==> src/hdl/gpm_pkg.sv <==
// Constants, register map and types for the generator protection monitor
package gpm_pkg;
  // ==========================================================
  // Timing and percentage scale
  localparam int unsigned GPM_CLK_HZ       = 20_000_000;
  localparam int unsigned GPM_TICK_MS      = 1;
  localparam int unsigned GPM_TICK_CYCLES  = GPM_CLK_HZ / 1000 * GPM_TICK_MS;
  localparam logic [15:0] GPM_SEQ_FILT_MS  = 16'd500;
  localparam logic [6:0]  GPM_PCT_FULL     = 7'd100;

  // ==========================================================
  // Register byte offsets
  localparam logic [7:0] GPM_CFG_OFF      = 8'h00;
  localparam logic [7:0] GPM_OIL_THR_OFF  = 8'h04;
  localparam logic [7:0] GPM_OIL_DLY_OFF  = 8'h08;
  localparam logic [7:0] GPM_VLOW_OFF     = 8'h0c;
  localparam logic [7:0] GPM_FLOW_OFF     = 8'h10;
  localparam logic [7:0] GPM_RATED_OFF    = 8'h14;
  localparam logic [7:0] GPM_STATUS_OFF   = 8'h18;
  localparam logic [7:0] GPM_MASK_OFF     = 8'h1c;
  localparam logic [7:0] GPM_LIVE_OFF     = 8'h20;

  // ==========================================================
  // Configuration word fields
  localparam int GPM_CFG_DEDIC  = 0;
  localparam int GPM_CFG_SENDER = 1;
  localparam int GPM_CFG_GENERAL = 2;
  localparam int GPM_CFG_WEEKLY = 3;
  localparam int GPM_CFG_WORK   = 4;
  localparam int GPM_CFG_MANOPT = 5;
  localparam int GPM_CFG_ENGT   = 8;
  localparam int GPM_CFG_PHASES = 16;
  localparam int GPM_CFG_ROT    = 18;
  localparam int GPM_CFG_ACT    = 20;
  localparam int GPM_MAN_BIT    = 2;

  // Status and mask bit positions and event count
  localparam int GPM_EV_OIL   = 0;
  localparam int GPM_EV_SEQW  = 1;
  localparam int GPM_EV_SEQD  = 2;
  localparam int GPM_EV_SEQA  = 3;
  localparam int GPM_EV_VLOW  = 4;
  localparam int GPM_EV_CLK   = 5;
  localparam int GPM_EV_FLOW  = 6;
  localparam int GPM_EV_W     = 7;

  localparam logic [31:0] GPM_CFG_RST  = 32'h0000_0000;
  localparam logic [31:0] GPM_ZERO     = 32'h0000_0000;

  // ==========================================================
  // Types
  typedef enum logic [2:0] {
    GPM_MODE_OFF    = 3'b000,
    GPM_MODE_MAN    = 3'b001,
    GPM_MODE_AUTO   = 3'b010,
    GPM_MODE_TEST   = 3'b011,
    GPM_MODE_REMOTE = 3'b100
  } gpm_mode_t;

  typedef enum logic [1:0] {
    GPM_ROT_OFF   = 2'b00,
    GPM_ROT_CW    = 2'b01,
    GPM_ROT_CCW   = 2'b10,
    GPM_ROT_MAINS = 2'b11
  } gpm_rot_t;

  typedef enum logic [1:0] {
    GPM_ACT_WARN  = 2'b00,
    GPM_ACT_DEACT = 2'b01,
    GPM_ACT_ALARM = 2'b10
  } gpm_act_t;

  typedef enum logic [1:0] {
    GPM_BUS_IDLE = 2'b00,
    GPM_BUS_WR   = 2'b01,
    GPM_BUS_RD   = 2'b10,
    GPM_BUS_RDY  = 2'b11
  } gpm_bus_t;
endpackage : gpm_pkg

==> src/hdl/gpm_monitor.sv <==
// Generator protection monitor with AHB-Lite register slave
//
// Implementation choices: the AHB-Lite register port and the register offsets.
`timescale 1ns/10ps
`default_nettype none
module gpm_monitor
  import gpm_pkg::*;
#(
  parameter int unsigned TICK_CYCLES = GPM_TICK_CYCLES
)(
  // Clock and reset
  input  wire logic        hclk,
  input  wire logic        hresetn,
  // AHB-Lite slave
  input  wire logic        hsel,
  input  wire logic [31:0] haddr,
  input  wire logic [1:0]  htrans,
  input  wire logic        hwrite,
  input  wire logic [2:0]  hsize,
  input  wire logic [31:0] hwdata,
  input  wire logic        hready,
  output logic      [31:0] hrdata,
  output logic             hreadyout,
  output logic             hresp,
  // Measurements and plant state
  input  wire logic [15:0] oil_temp,
  input  wire logic        oil_temp_bus_valid,
  input  wire logic [15:0] gen_volt_l1,
  input  wire logic [15:0] gen_volt_l2,
  input  wire logic [15:0] gen_volt_l3,
  input  wire logic [15:0] gen_freq,
  input  wire logic        gen_in_tol,
  input  wire logic        gen_rot_cw,
  input  wire logic        mains_rot_cw,
  input  wire logic        fuel_cmd,
  input  wire logic        eng_starting,
  input  wire logic        eng_stopping,
  input  wire logic        generator_breaker,
  input  wire logic        load_on_gen,
  input  wire logic        load_on_mains,
  input  wire logic [2:0]  op_mode,
  input  wire logic        rtc_valid,
  // Events
  output logic             oil_temp_warn,
  output logic             seq_warn,
  output logic             seq_deact,
  output logic             seq_alarm,
  output logic             low_volt_warn,
  output logic             clock_invalid_warn,
  output logic             low_freq_warn,
  output logic             irq
);
  // ==========================================================
  // Register bus
  logic [31:0] cfg_reg, oil_thr_reg, oil_dly_reg, vlow_reg, flow_reg, rated_reg;
  logic [GPM_EV_W-1:0] status_reg, mask_reg;
  gpm_bus_t    bus_reg;
  logic [7:0]  addr_reg;
  logic [31:0] rdata_mux;
  logic [GPM_EV_W-1:0] events, status_next;

  wire addr_ok  = hsel && hready && htrans[1];
  wire wr_phase = (bus_reg == GPM_BUS_WR);
  wire wr_cfg   = wr_phase && (addr_reg == GPM_CFG_OFF);
  wire wr_othr  = wr_phase && (addr_reg == GPM_OIL_THR_OFF);
  wire wr_odly  = wr_phase && (addr_reg == GPM_OIL_DLY_OFF);
  wire wr_vlow  = wr_phase && (addr_reg == GPM_VLOW_OFF);
  wire wr_flow  = wr_phase && (addr_reg == GPM_FLOW_OFF);
  wire wr_rated = wr_phase && (addr_reg == GPM_RATED_OFF);
  wire wr_stat  = wr_phase && (addr_reg == GPM_STATUS_OFF);
  wire wr_mask  = wr_phase && (addr_reg == GPM_MASK_OFF);

  always_ff @(posedge hclk or negedge hresetn)
    if (!hresetn)
    begin
      bus_reg  <= GPM_BUS_IDLE;
      addr_reg <= 8'h00;
    end
    else if (bus_reg == GPM_BUS_RD)
      bus_reg <= GPM_BUS_RDY;
    else
    begin
      bus_reg  <= !addr_ok ? GPM_BUS_IDLE : (hwrite ? GPM_BUS_WR : GPM_BUS_RD);
      addr_reg <= addr_ok ? haddr[7:0] : addr_reg;
    end

  // Reads take one wait state so hrdata comes from a flop after any write
  always_ff @(posedge hclk or negedge hresetn)
    if (!hresetn)
    begin
      hreadyout <= 1'b1;
      hrdata    <= GPM_ZERO;
      hresp     <= 1'b0;
    end
    else
    begin
      hreadyout <= !(addr_ok && !hwrite && bus_reg != GPM_BUS_RD);
      hrdata    <= (bus_reg == GPM_BUS_RD) ? rdata_mux : GPM_ZERO;
      hresp     <= 1'b0;
    end

  always_ff @(posedge hclk or negedge hresetn)
    if (!hresetn)
    begin
      cfg_reg     <= GPM_CFG_RST;
      oil_thr_reg <= GPM_ZERO;
      oil_dly_reg <= GPM_ZERO;
      vlow_reg    <= GPM_ZERO;
      flow_reg    <= GPM_ZERO;
      rated_reg   <= GPM_ZERO;
      mask_reg    <= '0;
    end
    else
    begin
      cfg_reg     <= wr_cfg   ? hwdata : cfg_reg;
      oil_thr_reg <= wr_othr  ? {16'h0000, hwdata[15:0]} : oil_thr_reg;
      oil_dly_reg <= wr_odly  ? hwdata : oil_dly_reg;
      vlow_reg    <= wr_vlow  ? {hwdata[31:16], 9'h000, hwdata[6:0]} : vlow_reg;
      flow_reg    <= wr_flow  ? {hwdata[31:16], 9'h000, hwdata[6:0]} : flow_reg;
      rated_reg   <= wr_rated ? hwdata : rated_reg;
      mask_reg    <= wr_mask  ? hwdata[GPM_EV_W-1:0] : mask_reg;
    end

  // ==========================================================
  // Qualification
  wire [7:0]  engine_type = cfg_reg[GPM_CFG_ENGT +: 8];
  wire [1:0]  phases      = cfg_reg[GPM_CFG_PHASES +: 2];
  wire [1:0]  rot_req     = cfg_reg[GPM_CFG_ROT +: 2];
  wire [1:0]  seq_act     = cfg_reg[GPM_CFG_ACT +: 2];
  wire [15:0] oil_mask_ms = oil_dly_reg[31:16];
  wire mode_ok   = (op_mode == GPM_MODE_MAN) || (op_mode == GPM_MODE_AUTO) ||
                   (op_mode == GPM_MODE_TEST) || (op_mode == GPM_MODE_REMOTE);
  wire run_ok    = fuel_cmd && !eng_starting && !eng_stopping && mode_ok;
  wire man_ok    = (op_mode != GPM_MODE_MAN) || generator_breaker ||
                   cfg_reg[GPM_CFG_MANOPT + GPM_MAN_BIT];
  wire bus_oil   = oil_temp_bus_valid && (engine_type != 8'h00);
  wire oil_armed = cfg_reg[GPM_CFG_DEDIC] || cfg_reg[GPM_CFG_SENDER] ||
                   cfg_reg[GPM_CFG_GENERAL] || bus_oil;

  // ==========================================================
  // Millisecond tick and oil mask timer
  logic [31:0] tick_cnt_reg;
  logic        tick_reg;
  logic [15:0] mask_cnt_reg;
  always_ff @(posedge hclk or negedge hresetn)
    if (!hresetn)
    begin
      tick_cnt_reg <= GPM_ZERO;
      tick_reg     <= 1'b0;
      mask_cnt_reg <= 16'h0000;
    end
    else
    begin
      tick_reg     <= (tick_cnt_reg == TICK_CYCLES - 1);
      tick_cnt_reg <= (tick_cnt_reg == TICK_CYCLES - 1) ? GPM_ZERO : tick_cnt_reg + 32'h1;
      if (!run_ok)
        mask_cnt_reg <= 16'h0000;
      else if (tick_reg && mask_cnt_reg != 16'hffff)
        mask_cnt_reg <= mask_cnt_reg + 16'h0001;
    end
  wire mask_done = run_ok && (mask_cnt_reg >= oil_mask_ms);

  // ==========================================================
  // Threshold comparisons
  logic [23:0] vlim, flim;
  logic [2:0]  vbelow;
  assign vlim = 24'(rated_reg[15:0]) * 24'(vlow_reg[6:0]);
  assign flim = 24'(rated_reg[31:16]) * 24'(flow_reg[6:0]);
  wire [15:0] vph [3] = '{gen_volt_l1, gen_volt_l2, gen_volt_l3};
  genvar gp;
  generate
    for (gp = 0; gp < 3; gp++)
    begin : g_phase
      // Only phases that exist take part
      assign vbelow[gp] = (2'(gp) < phases) && ((24'(vph[gp]) * 24'(GPM_PCT_FULL)) < vlim);
    end
  endgenerate
  wire fbelow    = (24'(gen_freq) * 24'(GPM_PCT_FULL)) < flim;
  wire rot_want  = (rot_req == GPM_ROT_MAINS) ? mains_rot_cw : (rot_req == GPM_ROT_CW);
  wire seq_armed = run_ok && (phases == 2'd2 || phases == 2'd3) &&
                   (rot_req != GPM_ROT_OFF) && gen_in_tol && load_on_mains;

  // ==========================================================
  // Persistence timers: oil, sequence, voltage, frequency
  logic [3:0]  tcond, tfire;
  logic [15:0] tdly [4];
  logic [15:0] tcnt_reg [4];
  assign tcond[0] = oil_armed && mask_done && (oil_temp > oil_thr_reg[15:0]);
  assign tcond[1] = seq_armed && (gen_rot_cw != rot_want);
  assign tcond[2] = run_ok && man_ok && gen_in_tol && load_on_gen && |vbelow;
  assign tcond[3] = run_ok && man_ok && gen_in_tol && load_on_gen && fbelow;
  assign tdly[0]  = oil_dly_reg[15:0];
  assign tdly[1]  = GPM_SEQ_FILT_MS;
  assign tdly[2]  = vlow_reg[31:16];
  assign tdly[3]  = flow_reg[31:16];
  genvar gt;
  generate
    for (gt = 0; gt < 4; gt++)
    begin : g_timer
      always_ff @(posedge hclk or negedge hresetn)
        if (!hresetn)
          tcnt_reg[gt] <= 16'h0000;
        else if (!tcond[gt])
          tcnt_reg[gt] <= 16'h0000;
        else if (tick_reg && tcnt_reg[gt] < tdly[gt])
          tcnt_reg[gt] <= tcnt_reg[gt] + 16'h0001;
      // Zero delay disables the protection
      assign tfire[gt] = tcond[gt] && (tdly[gt] != 16'h0000) && (tcnt_reg[gt] >= tdly[gt]);
    end
  endgenerate

  // ==========================================================
  // Event outputs, status and interrupt
  wire clk_bad = !rtc_valid && (cfg_reg[GPM_CFG_WEEKLY] || cfg_reg[GPM_CFG_WORK]);
  assign events = {tfire[3], clk_bad, tfire[2],
                   tfire[1] && seq_act[1],
                   tfire[1] && (seq_act == GPM_ACT_DEACT),
                   tfire[1] && (seq_act == GPM_ACT_WARN),
                   tfire[0]};
  // Hardware set wins over a software clear in the same cycle
  assign status_next = (status_reg & ~(wr_stat ? hwdata[GPM_EV_W-1:0] : '0)) | events;

  always_ff @(posedge hclk or negedge hresetn)
    if (!hresetn)
    begin
      status_reg         <= '0;
      irq                <= 1'b0;
      oil_temp_warn      <= 1'b0;
      seq_warn           <= 1'b0;
      seq_deact          <= 1'b0;
      seq_alarm          <= 1'b0;
      low_volt_warn      <= 1'b0;
      clock_invalid_warn <= 1'b0;
      low_freq_warn      <= 1'b0;
    end
    else
    begin
      status_reg         <= status_next;
      irq                <= |(status_next & mask_reg);
      oil_temp_warn      <= events[GPM_EV_OIL];
      seq_warn           <= events[GPM_EV_SEQW];
      seq_deact          <= events[GPM_EV_SEQD];
      seq_alarm          <= events[GPM_EV_SEQA];
      low_volt_warn      <= events[GPM_EV_VLOW];
      clock_invalid_warn <= events[GPM_EV_CLK];
      low_freq_warn      <= events[GPM_EV_FLOW];
    end

  always_comb
  begin
    case (addr_reg)
      GPM_CFG_OFF:     rdata_mux = cfg_reg;
      GPM_OIL_THR_OFF: rdata_mux = oil_thr_reg;
      GPM_OIL_DLY_OFF: rdata_mux = oil_dly_reg;
      GPM_VLOW_OFF:    rdata_mux = vlow_reg;
      GPM_FLOW_OFF:    rdata_mux = flow_reg;
      GPM_RATED_OFF:   rdata_mux = rated_reg;
      GPM_STATUS_OFF:  rdata_mux = {25'h0, status_reg};
      GPM_MASK_OFF:    rdata_mux = {25'h0, mask_reg};
      GPM_LIVE_OFF:    rdata_mux = {23'h0, tcond, run_ok, mask_done, seq_armed, events[GPM_EV_CLK], oil_armed};
      default:         rdata_mux = GPM_ZERO;
    endcase
  end

  // ==========================================================
  // Checks
  property p_oil_src;
    @(posedge hclk) disable iff (!hresetn) $rose(oil_temp_warn) |-> $past(oil_armed);
  endproperty
  a_oil_src: assert property (p_oil_src) else $error("oil warning without source");

  property p_bus_oil;
    @(posedge hclk) disable iff (!hresetn)
      oil_temp_warn && $past(cfg_reg[2:0] == 3'b000) |-> $past(engine_type != 8'h00);
  endproperty
  a_bus_oil: assert property (p_bus_oil) else $error("bus oil used with zero engine type");

  property p_oil_mask;
    @(posedge hclk) disable iff (!hresetn)
      $rose(oil_temp_warn) |-> $past(mask_cnt_reg >= oil_mask_ms) && $past(tdly[0] != 16'h0000);
  endproperty
  a_oil_mask: assert property (p_oil_mask) else $error("oil warning inside mask or disabled");

  property p_run_drop;
    @(posedge hclk) disable iff (!hresetn) !run_ok |=> !oil_temp_warn && !low_volt_warn && !seq_warn;
  endproperty
  a_run_drop: assert property (p_run_drop) else $error("engine protection active while not running");

  property p_seq_phases;
    @(posedge hclk) disable iff (!hresetn)
      (seq_warn || seq_deact || seq_alarm) |-> $past(phases == 2'd2 || phases == 2'd3);
  endproperty
  a_seq_phases: assert property (p_seq_phases) else $error("sequence check on wrong phase count");

  property p_seq_off;
    @(posedge hclk) disable iff (!hresetn) rot_req == GPM_ROT_OFF |=> !(seq_warn || seq_deact || seq_alarm);
  endproperty
  a_seq_off: assert property (p_seq_off) else $error("sequence raised while disabled");

  property p_seq_filter;
    @(posedge hclk) disable iff (!hresetn)
      $rose(seq_warn || seq_deact || seq_alarm) |-> $past(tcnt_reg[1]) == GPM_SEQ_FILT_MS;
  endproperty
  a_seq_filter: assert property (p_seq_filter) else $error("sequence filter time wrong");

  property p_seq_onehot;
    @(posedge hclk) disable iff (!hresetn) $onehot0({seq_warn, seq_deact, seq_alarm});
  endproperty
  a_seq_onehot: assert property (p_seq_onehot) else $error("more than one sequence action");

  property p_man_gate;
    @(posedge hclk) disable iff (!hresetn)
      (low_volt_warn || low_freq_warn) && $past(op_mode == GPM_MODE_MAN) |->
        $past(generator_breaker || cfg_reg[GPM_CFG_MANOPT + GPM_MAN_BIT]);
  endproperty
  a_man_gate: assert property (p_man_gate) else $error("manual mode gate ignored");

  property p_clk_inv;
    @(posedge hclk) disable iff (!hresetn) rtc_valid |=> !clock_invalid_warn;
  endproperty
  a_clk_inv: assert property (p_clk_inv) else $error("clock invalid held after clock set");

  property p_restart;
    @(posedge hclk) disable iff (!hresetn) !tcond[2] |=> tcnt_reg[2] == 16'h0000;
  endproperty
  a_restart: assert property (p_restart) else $error("timer not restarted");

  property p_seq_mains;
    @(posedge hclk) disable iff (!hresetn)
      !(load_on_mains && gen_in_tol) |=> !(seq_warn || seq_deact || seq_alarm);
  endproperty
  a_seq_mains: assert property (p_seq_mains) else $error("sequence raised off mains");

  property p_vlow_load;
    @(posedge hclk) disable iff (!hresetn)
      !(load_on_gen && gen_in_tol) |=> !low_volt_warn;
  endproperty
  a_vlow_load: assert property (p_vlow_load) else $error("low voltage raised off generator");

  property p_freq_off;
    @(posedge hclk) disable iff (!hresetn)
      tdly[3] == 16'h0000 |=> !low_freq_warn;
  endproperty
  a_freq_off: assert property (p_freq_off) else $error("low frequency raised while disabled");
endmodule : gpm_monitor
`default_nettype wire

==> config.mk <==
export PLATFORM = sky130hd
export DESIGN_NAME = gpm_monitor
export DESIGN_NICKNAME = d
export VERILOG_FILES = /design/src/hdl/gpm_pkg.sv /design/src/hdl/gpm_monitor.sv
export SDC_FILE = /design/constraint.sdc
export NUM_CORES = 2
export LEC_CHECK = 0
export BUFFER_PORTS_ARGS = -buffer_cell sky130_fd_sc_hd__buf_4
export CORE_MARGIN = 2
export CORE_UTILIZATION = 40
export CTS_CLUSTER_DIAMETER = 80
export DETAILED_ROUTE_END_ITERATION = 10
export GPL_ROUTABILITY_DRIVEN = 0
export GPL_TIMING_DRIVEN = 0
export SETUP_SLACK_MARGIN = 0.4
export SKIP_CTS_REPAIR_TIMING = 1
export SLEW_MARGIN = 20
export SYNTH_ARGS = -nofsm -noshare
export SYNTH_HDL_FRONTEND = slang
export SYNTH_SLANG_ARGS = --single-unit
export TNS_END_PERCENT = 5
==> constraint.sdc <==
create_clock -name hclk -period 13.88 [get_ports hclk]
set_clock_uncertainty 0.1 [all_clocks]
set_input_delay 2.776 -clock hclk [delete_from_list [all_inputs] [get_ports hclk]]
set_output_delay 2.776 -clock hclk [all_outputs]
set_load 0.02 [all_outputs]
Yosys cells after proc, flatten, opt, wreduce, memory -nomap -nowiden
Cells that the tools add are included.
{"block": "op_classes", "n_addsub": 6, "reduce_logical": 73, "n_eq_ne": 29, "n_mul": 6, "n_mux": 18, "n_shift": 0, "bitwise_logic": 5, "div": 0, "order_cmp": 17}
{"cell": "$pmux 32 s9", "count": 1}
{"cell": "$mux 16", "count": 10}
{"cell": "$lt 23x23->1", "count": 4}
{"cell": "$mul 16x5->21 const B", "count": 4}
{"cell": "$add 16x1->16 const B", "count": 5}
{"cell": "$ge 16x16->1", "count": 4}
{"cell": "$mux 32", "count": 2}
{"cell": "$logic_and 1x1->1", "count": 48}
{"cell": "$lt 16x16->1", "count": 3}
{"cell": "$reduce_bool 16->1", "count": 3}
{"cell": "$mul 16x7->23", "count": 2}
{"cell": "$add 32x1->32 const B", "count": 1}
{"cell": "$eq 32x15->1 const B", "count": 1}
{"cell": "$eq 8x5->1 const B", "count": 4}
{"cell": "$eq 8x4->1 const B", "count": 2}
{"cell": "$ge 16x9->1 const B", "count": 1}
{"cell": "$gt 16x16->1", "count": 1}
{"cell": "$lt 16x9->1 const B", "count": 1}
{"cell": "$ne 16x16->1 const B", "count": 1}
{"cell": "$and 7x7->7", "count": 2}
{"cell": "$logic_or 1x1->1", "count": 10}
{"cell": "$ne 2x1->1 const B", "count": 5}
{"cell": "$eq 2x2->1 const B", "count": 4}
{"cell": "$eq 8x3->1 const B", "count": 1}
{"cell": "other kinds (24)", "count": 34}
{"block": "word_totals", "latchBits": 0, "inputBits": 168, "mem_count": 0, "register_bits": 336, "mem_bits_ro": 0, "elab_cells": 181, "ramBits": 0}

Longest topological paths before layout
{"block": "logic_depth", "ltp_word": 15, "mapped_depth": 31, "mapped_depth_nobuf": 29}

Worst setup path before layout
OpenSTA, ideal clock, no wires.
{"block": "synth_timing", "path_type": "input to register", "from": "input port gen_volt_l2[3]", "to": "register tcnt_reg[22] (netlist bit)", "arrival_ps": 7717, "cell_stages": 24, "slack_ps": 5981, "required_ps": 13698, "n_path_buf": 1, "path_cell_list": "ha_1 -> ha_1 -> inv_1 -> fa_1 -> inv_1 -> ha_1 -> nand3_1 -> o211ai_1 -> or4_1 -> a31o_2 -> a21oi_1 -> xnor2_1 -> ha_1 -> or4_1 -> nor3_1 -> o2bb2ai_1 -> o41a_1 -> o211ai_1 -> a41o_1 -> maj3_1 -> a21oi_2 -> nor4_4 -> buf_6 -> nor3_2"}
{"block": "synth_between", "elab_chain_len": 6, "word_cells_on_any_way": 7, "cone_classes": "mul (1); order compare (1); eq/ne (1); mux (1); reduce/logical (3)"}
{"element": "start: declaration", "line": "gpm_monitor.sv:29", "rtl": "input wire logic [15:0] gen_volt_l2,"}
{"element": "$mul 16x5->21 *", "line": "gpm_monitor.sv:175", "rtl": "assign vbelow[gp] = (2'(gp) < phases) && ((24'(vph[gp]) * 24'(GPM_PCT_FULL)) < vlim);"}
{"element": "$lt 23x23->1 *", "line": "gpm_monitor.sv:175"}
{"element": "$logic_and 1x1->1 *", "line": "gpm_monitor.sv:175"}
{"element": "$reduce_or 3->1 *", "line": "gpm_monitor.sv:190", "rtl": "assign tcond[2] = run_ok && man_ok && gen_in_tol && load_on_gen && |vbelow;"}
{"element": "$logic_and 1x1->1 *", "line": "gpm_monitor.sv:190"}
{"element": "$ne 2x1->1 (no line) or $mux 16 (tied branches)"}
{"element": "end signal: indexed assignment", "line": "gpm_monitor.sv:206", "rtl": "tcnt_reg[gt] <= tcnt_reg[gt] + 16'h0001;"}
{"element": "end: declaration", "line": "gpm_monitor.sv:187", "rtl": "logic [15:0] tcnt_reg [4];"}
Mark *: on every way between the ends. The rest lies on a longest branch, timed or not.
A chain may end at the register's enable or synchronous reset.

Worst setup path after layout
{"block": "layout_timing", "from": "register vlow_reg[5]", "to": "register irq"}
{"block": "layout_between", "elab_chain_len": 10, "word_cells_on_any_way": 14, "cone_classes": "mul (1); order compare (3); bitwise (2); reduce/logical (8)"}
{"element": "start: declaration", "line": "gpm_monitor.sv:55", "rtl": "logic [31:0] cfg_reg, oil_thr_reg, oil_dly_reg, vlow_reg, flow_reg, rated_reg;"}
{"element": "start signal: assignment", "line": "gpm_monitor.sv:118", "rtl": "vlow_reg <= wr_vlow ? {hwdata[31:16], 9'h000, hwdata[6:0]} : vlow_reg;"}
{"element": "$mul 16x7->23 *", "line": "gpm_monitor.sv:167", "rtl": "assign vlim = 24'(rated_reg[15:0]) * 24'(vlow_reg[6:0]);"}
{"element": "$lt 23x23->1", "line": "gpm_monitor.sv:175"}
{"element": "$logic_and 1x1->1", "line": "gpm_monitor.sv:175"}
{"element": "$reduce_or 3->1 *", "line": "gpm_monitor.sv:190"}
{"element": "$logic_and 1x1->1 *", "line": "gpm_monitor.sv:190"}
{"element": "$logic_and 1x1->1 * (2 in a row)", "line": "gpm_monitor.sv:208", "rtl": "assign tfire[gt] = tcond[gt] && (tdly[gt] != 16'h0000) && (tcnt_reg[gt] >= tdly[gt]);"}
{"element": "$or 7x7->7 *", "line": "gpm_monitor.sv:221", "rtl": "assign status_next = (status_reg & ~(wr_stat ? hwdata[GPM_EV_W-1:0] : '0)) | events;"}
{"element": "$and 7x7->7 *", "line": "gpm_monitor.sv:239", "rtl": "irq <= |(status_next & mask_reg);"}
{"element": "$reduce_or 7->1 *", "line": "gpm_monitor.sv:239"}
{"element": "end signal: assignment", "line": "gpm_monitor.sv:239"}
{"element": "end: declaration", "line": "gpm_monitor.sv:51", "rtl": "output logic irq"}
Marked as above.

==> impl_metrics.yaml <==
status:
  status: "completed"
clock_network:
  root_buffer: "clkbuf_16"
  clockBufferDepth: 3
  cts_tree: "built"
  htreeDepth: 2
  cts-buffers-inserted: 34
  cts.clk_slew.worst_paths_ps: 70
  insertion_delay_ps: 530
  clock-sinks: 336
sta:
  worst_pin_slew_ps: 1170
  slew_headroom_pct: 21.43
  setup_viol: 0
  fmax_ghz: 0.1173
  hold_viol_final: 0
  drv_slew: 0
  rsz0062_at_grt: "false"
  setup_tns_ps: 0
  fin_crit_ps: 8528
  finalCritPeriodShare_pct: 61.44
logic_synthesis:
  yosys_warnings: 0
  ys_ff_latch: 336
  synth_area_per_cell_um2: 9.446
  yosysTopAreaCell: "dfrtp_1"
  synth_top_area_share_pct: 26.90
  netlist_instances: 3299
  yosysSeqAreaShare_pct: 26.99
  synth_cell_types: 80
  synth_edf_count: 0
  synth.area.top_cells: "dfrtp_1 (27%), ha_1 (18%), fa_1 (12%), inv_1 (5.9%), mux2_2 (5.2%)"
  synthArstFlopShare_pct: 100.0
  syn_nets: 4100
  syn_area_um2: 31160
  ys.flop_type: "dfrtp_1"
global_route:
  busiest_layer: "met2"
  gr-usage-all-layers_pct: 19.97
  met1_usage_pct: 27.83
  grt_max_degree: 96
  grt_pass1_vias: 24387
  use_met2_pct: 33.19
  antenna_found_initial: 1
  grt_use_met3_pct: 1.973
  grt.overflow.total: 0
  grt_pass1_wl_um: 130700
setup_path:
  cp.required_ps: 14110
  critPathLaunchType: "register"
  worst_path_max_delay_cell: "nor4_4"
  cpPeakStageDelay_ps: 910
  crit_fanout: 10
  end_kind: "register"
  path_common_cell: "fa_1"
  critPathBufInv: 4
  path_class: "reg2reg"
  cp_top_family: "adder cells"
  arrival_ps: 8760
final_layout:
  largest_register_ffs: 64
  fin_nets: 4321
  drive_gt1_share_pct: 12.08
  area_growth_pct: 12.93
  fillers: 7537
  layout_common_cells: "inv_1 (487), ha_1 (451), dfrtp_1 (335)"
  final_common_cell: "inv_1"
detailed_routing:
  remaining_drc_errors: 0
  drt_iter0_markers: 1288
  first_pass_iters: 7
  final_antenna_net_count: 0
  num_vias: 23706
  wl_per_cell_um: 17.24
  drt-vias-per-instance: 5.170
  wl_um: 79060
floorplanning:
  die_w_um: 283.1
  core_area_um2: 77340
  dieHeight_um: 283.1
  io-pin-count: 210
  initial_core_util_pct: 40.29
  rows: 102
  die_area_um2: 80150
worst_hold_path:
  hold_class: "reg2reg"
placed_design:
  port-buffer-count: 180
  dp_hpwl_um: 64690
job:
  max_cap_violations: 0
[worst paths after layout]
| check | from | endpoint | slack (ps) | cells past startpoint |
|---|---|---|---|---|
| worst max-delay path | vlow_reg[5] | irq | 5350 | 27 |
| worst min-delay path | tick_cnt_reg[4] | tick_cnt_reg[4] | 370 | 1 |
| worst max register to register | vlow_reg[5] | irq | 5350 | 27 |
| worst min register to register | tick_cnt_reg[4] | tick_cnt_reg[4] | 370 | 1 |
| max in group asynchronous | hresetn | flow_reg[4] | 10210 | 4 |
| min in group asynchronous | hresetn | flow_reg[26] | 2120 | 1 |
[through the flow]
stage	utilization (%)	instances	cell area (µm²)	worst slack, ps	hold slack, ps
2_1_floorplan	-	3299	31160	5981	337.6
3_3_place_gp	43.72	4519	33810	4131	360.9
3_5_place_dp	43.91	4524	33960	4758	363.1
4_1_cts	45.49	4584	35180	5268	375.0
5_1_grt	45.50	4585	35190	4817	401.4
6_report	45.50	4585	35190	5352	371.9
[layer usage]
metal	vias up	part of all wire [%]	routed length (µm)
met3	115	4.0	3179
li1	11652	-	-
met1	11463	47	37270
met4	0	2.6	2086
met2	476	46	36520
met5	-	0	0
[final cells by class]
cell class	count	area [µm²]	area share [%]
Clock inverter	16	236.5	0.6720
Antenna cell	1	2.502	0.007111
Timing Repair Buffer	185	1480	4.206
Multi-Input combinational cell	2384	20590	58.50
Tap cell	1040	1301	3.698
Inverter	487	1828	5.195
Buffer	92	356.6	1.013
Sequential cell	336	8409	23.90
Clock buffer	44	989.7	2.812
[worst register-to-register path, delay by kind of cell (launching register included)]
family | cells | cell delay [ps]
AND/OR/NAND/NOR | 4 | 1280
adder cells (fa/ha/maj) | 6 | 2750
XOR/XNOR | 1 | 510
AO/OA/AOI/OAI | 12 | 2550
buffers and inverters | 4 | 580
flip-flops | 1 | 560
[cell families (layout without fill, tap and decap cells)]
family          after synthesis  count (layout)  share of synthesized area [%]
simple gates                870             870                          13.85
mux                         149             149                          5.364
buf+inv                     579             824                          7.011
xor+xnor                    177             177                          4.975
fa+ha+maj                   634             634                          29.83
compound gates              553             553                          11.97
other cells                   1               2                        0.01203
flops                       336             336                          26.99
[cells in the mapped netlist, drive strengths merged, types with 12 or more instances]
| cell | count |
|---|---|
| a222oi | 17 |
| and2 | 126 |
| o211ai | 14 |
| a21o | 71 |
| buf | 12 |
| nor2b | 25 |
| ha | 451 |
| dfrtp | 335 |
| and3 | 30 |
| nor4 | 27 |
| a31oi | 23 |
| xor2 | 81 |
| o21ai | 121 |
| mux2 | 144 |
| nor2 | 147 |
| nand2b | 23 |
| nand2 | 289 |
| o21a | 44 |
| fa | 182 |
| clkbuf | 80 |
| a21oi | 124 |
| inv | 487 |
| a211oi | 12 |
| nor3 | 47 |
| a22oi | 36 |
| xnor2 | 96 |
| nand3 | 70 |
| nand4 | 35 |
| or3 | 21 |
Power is left out: the tool's default activity adds up to more than one toggle a clock period on the data nets, which glitch-free logic cannot reach.
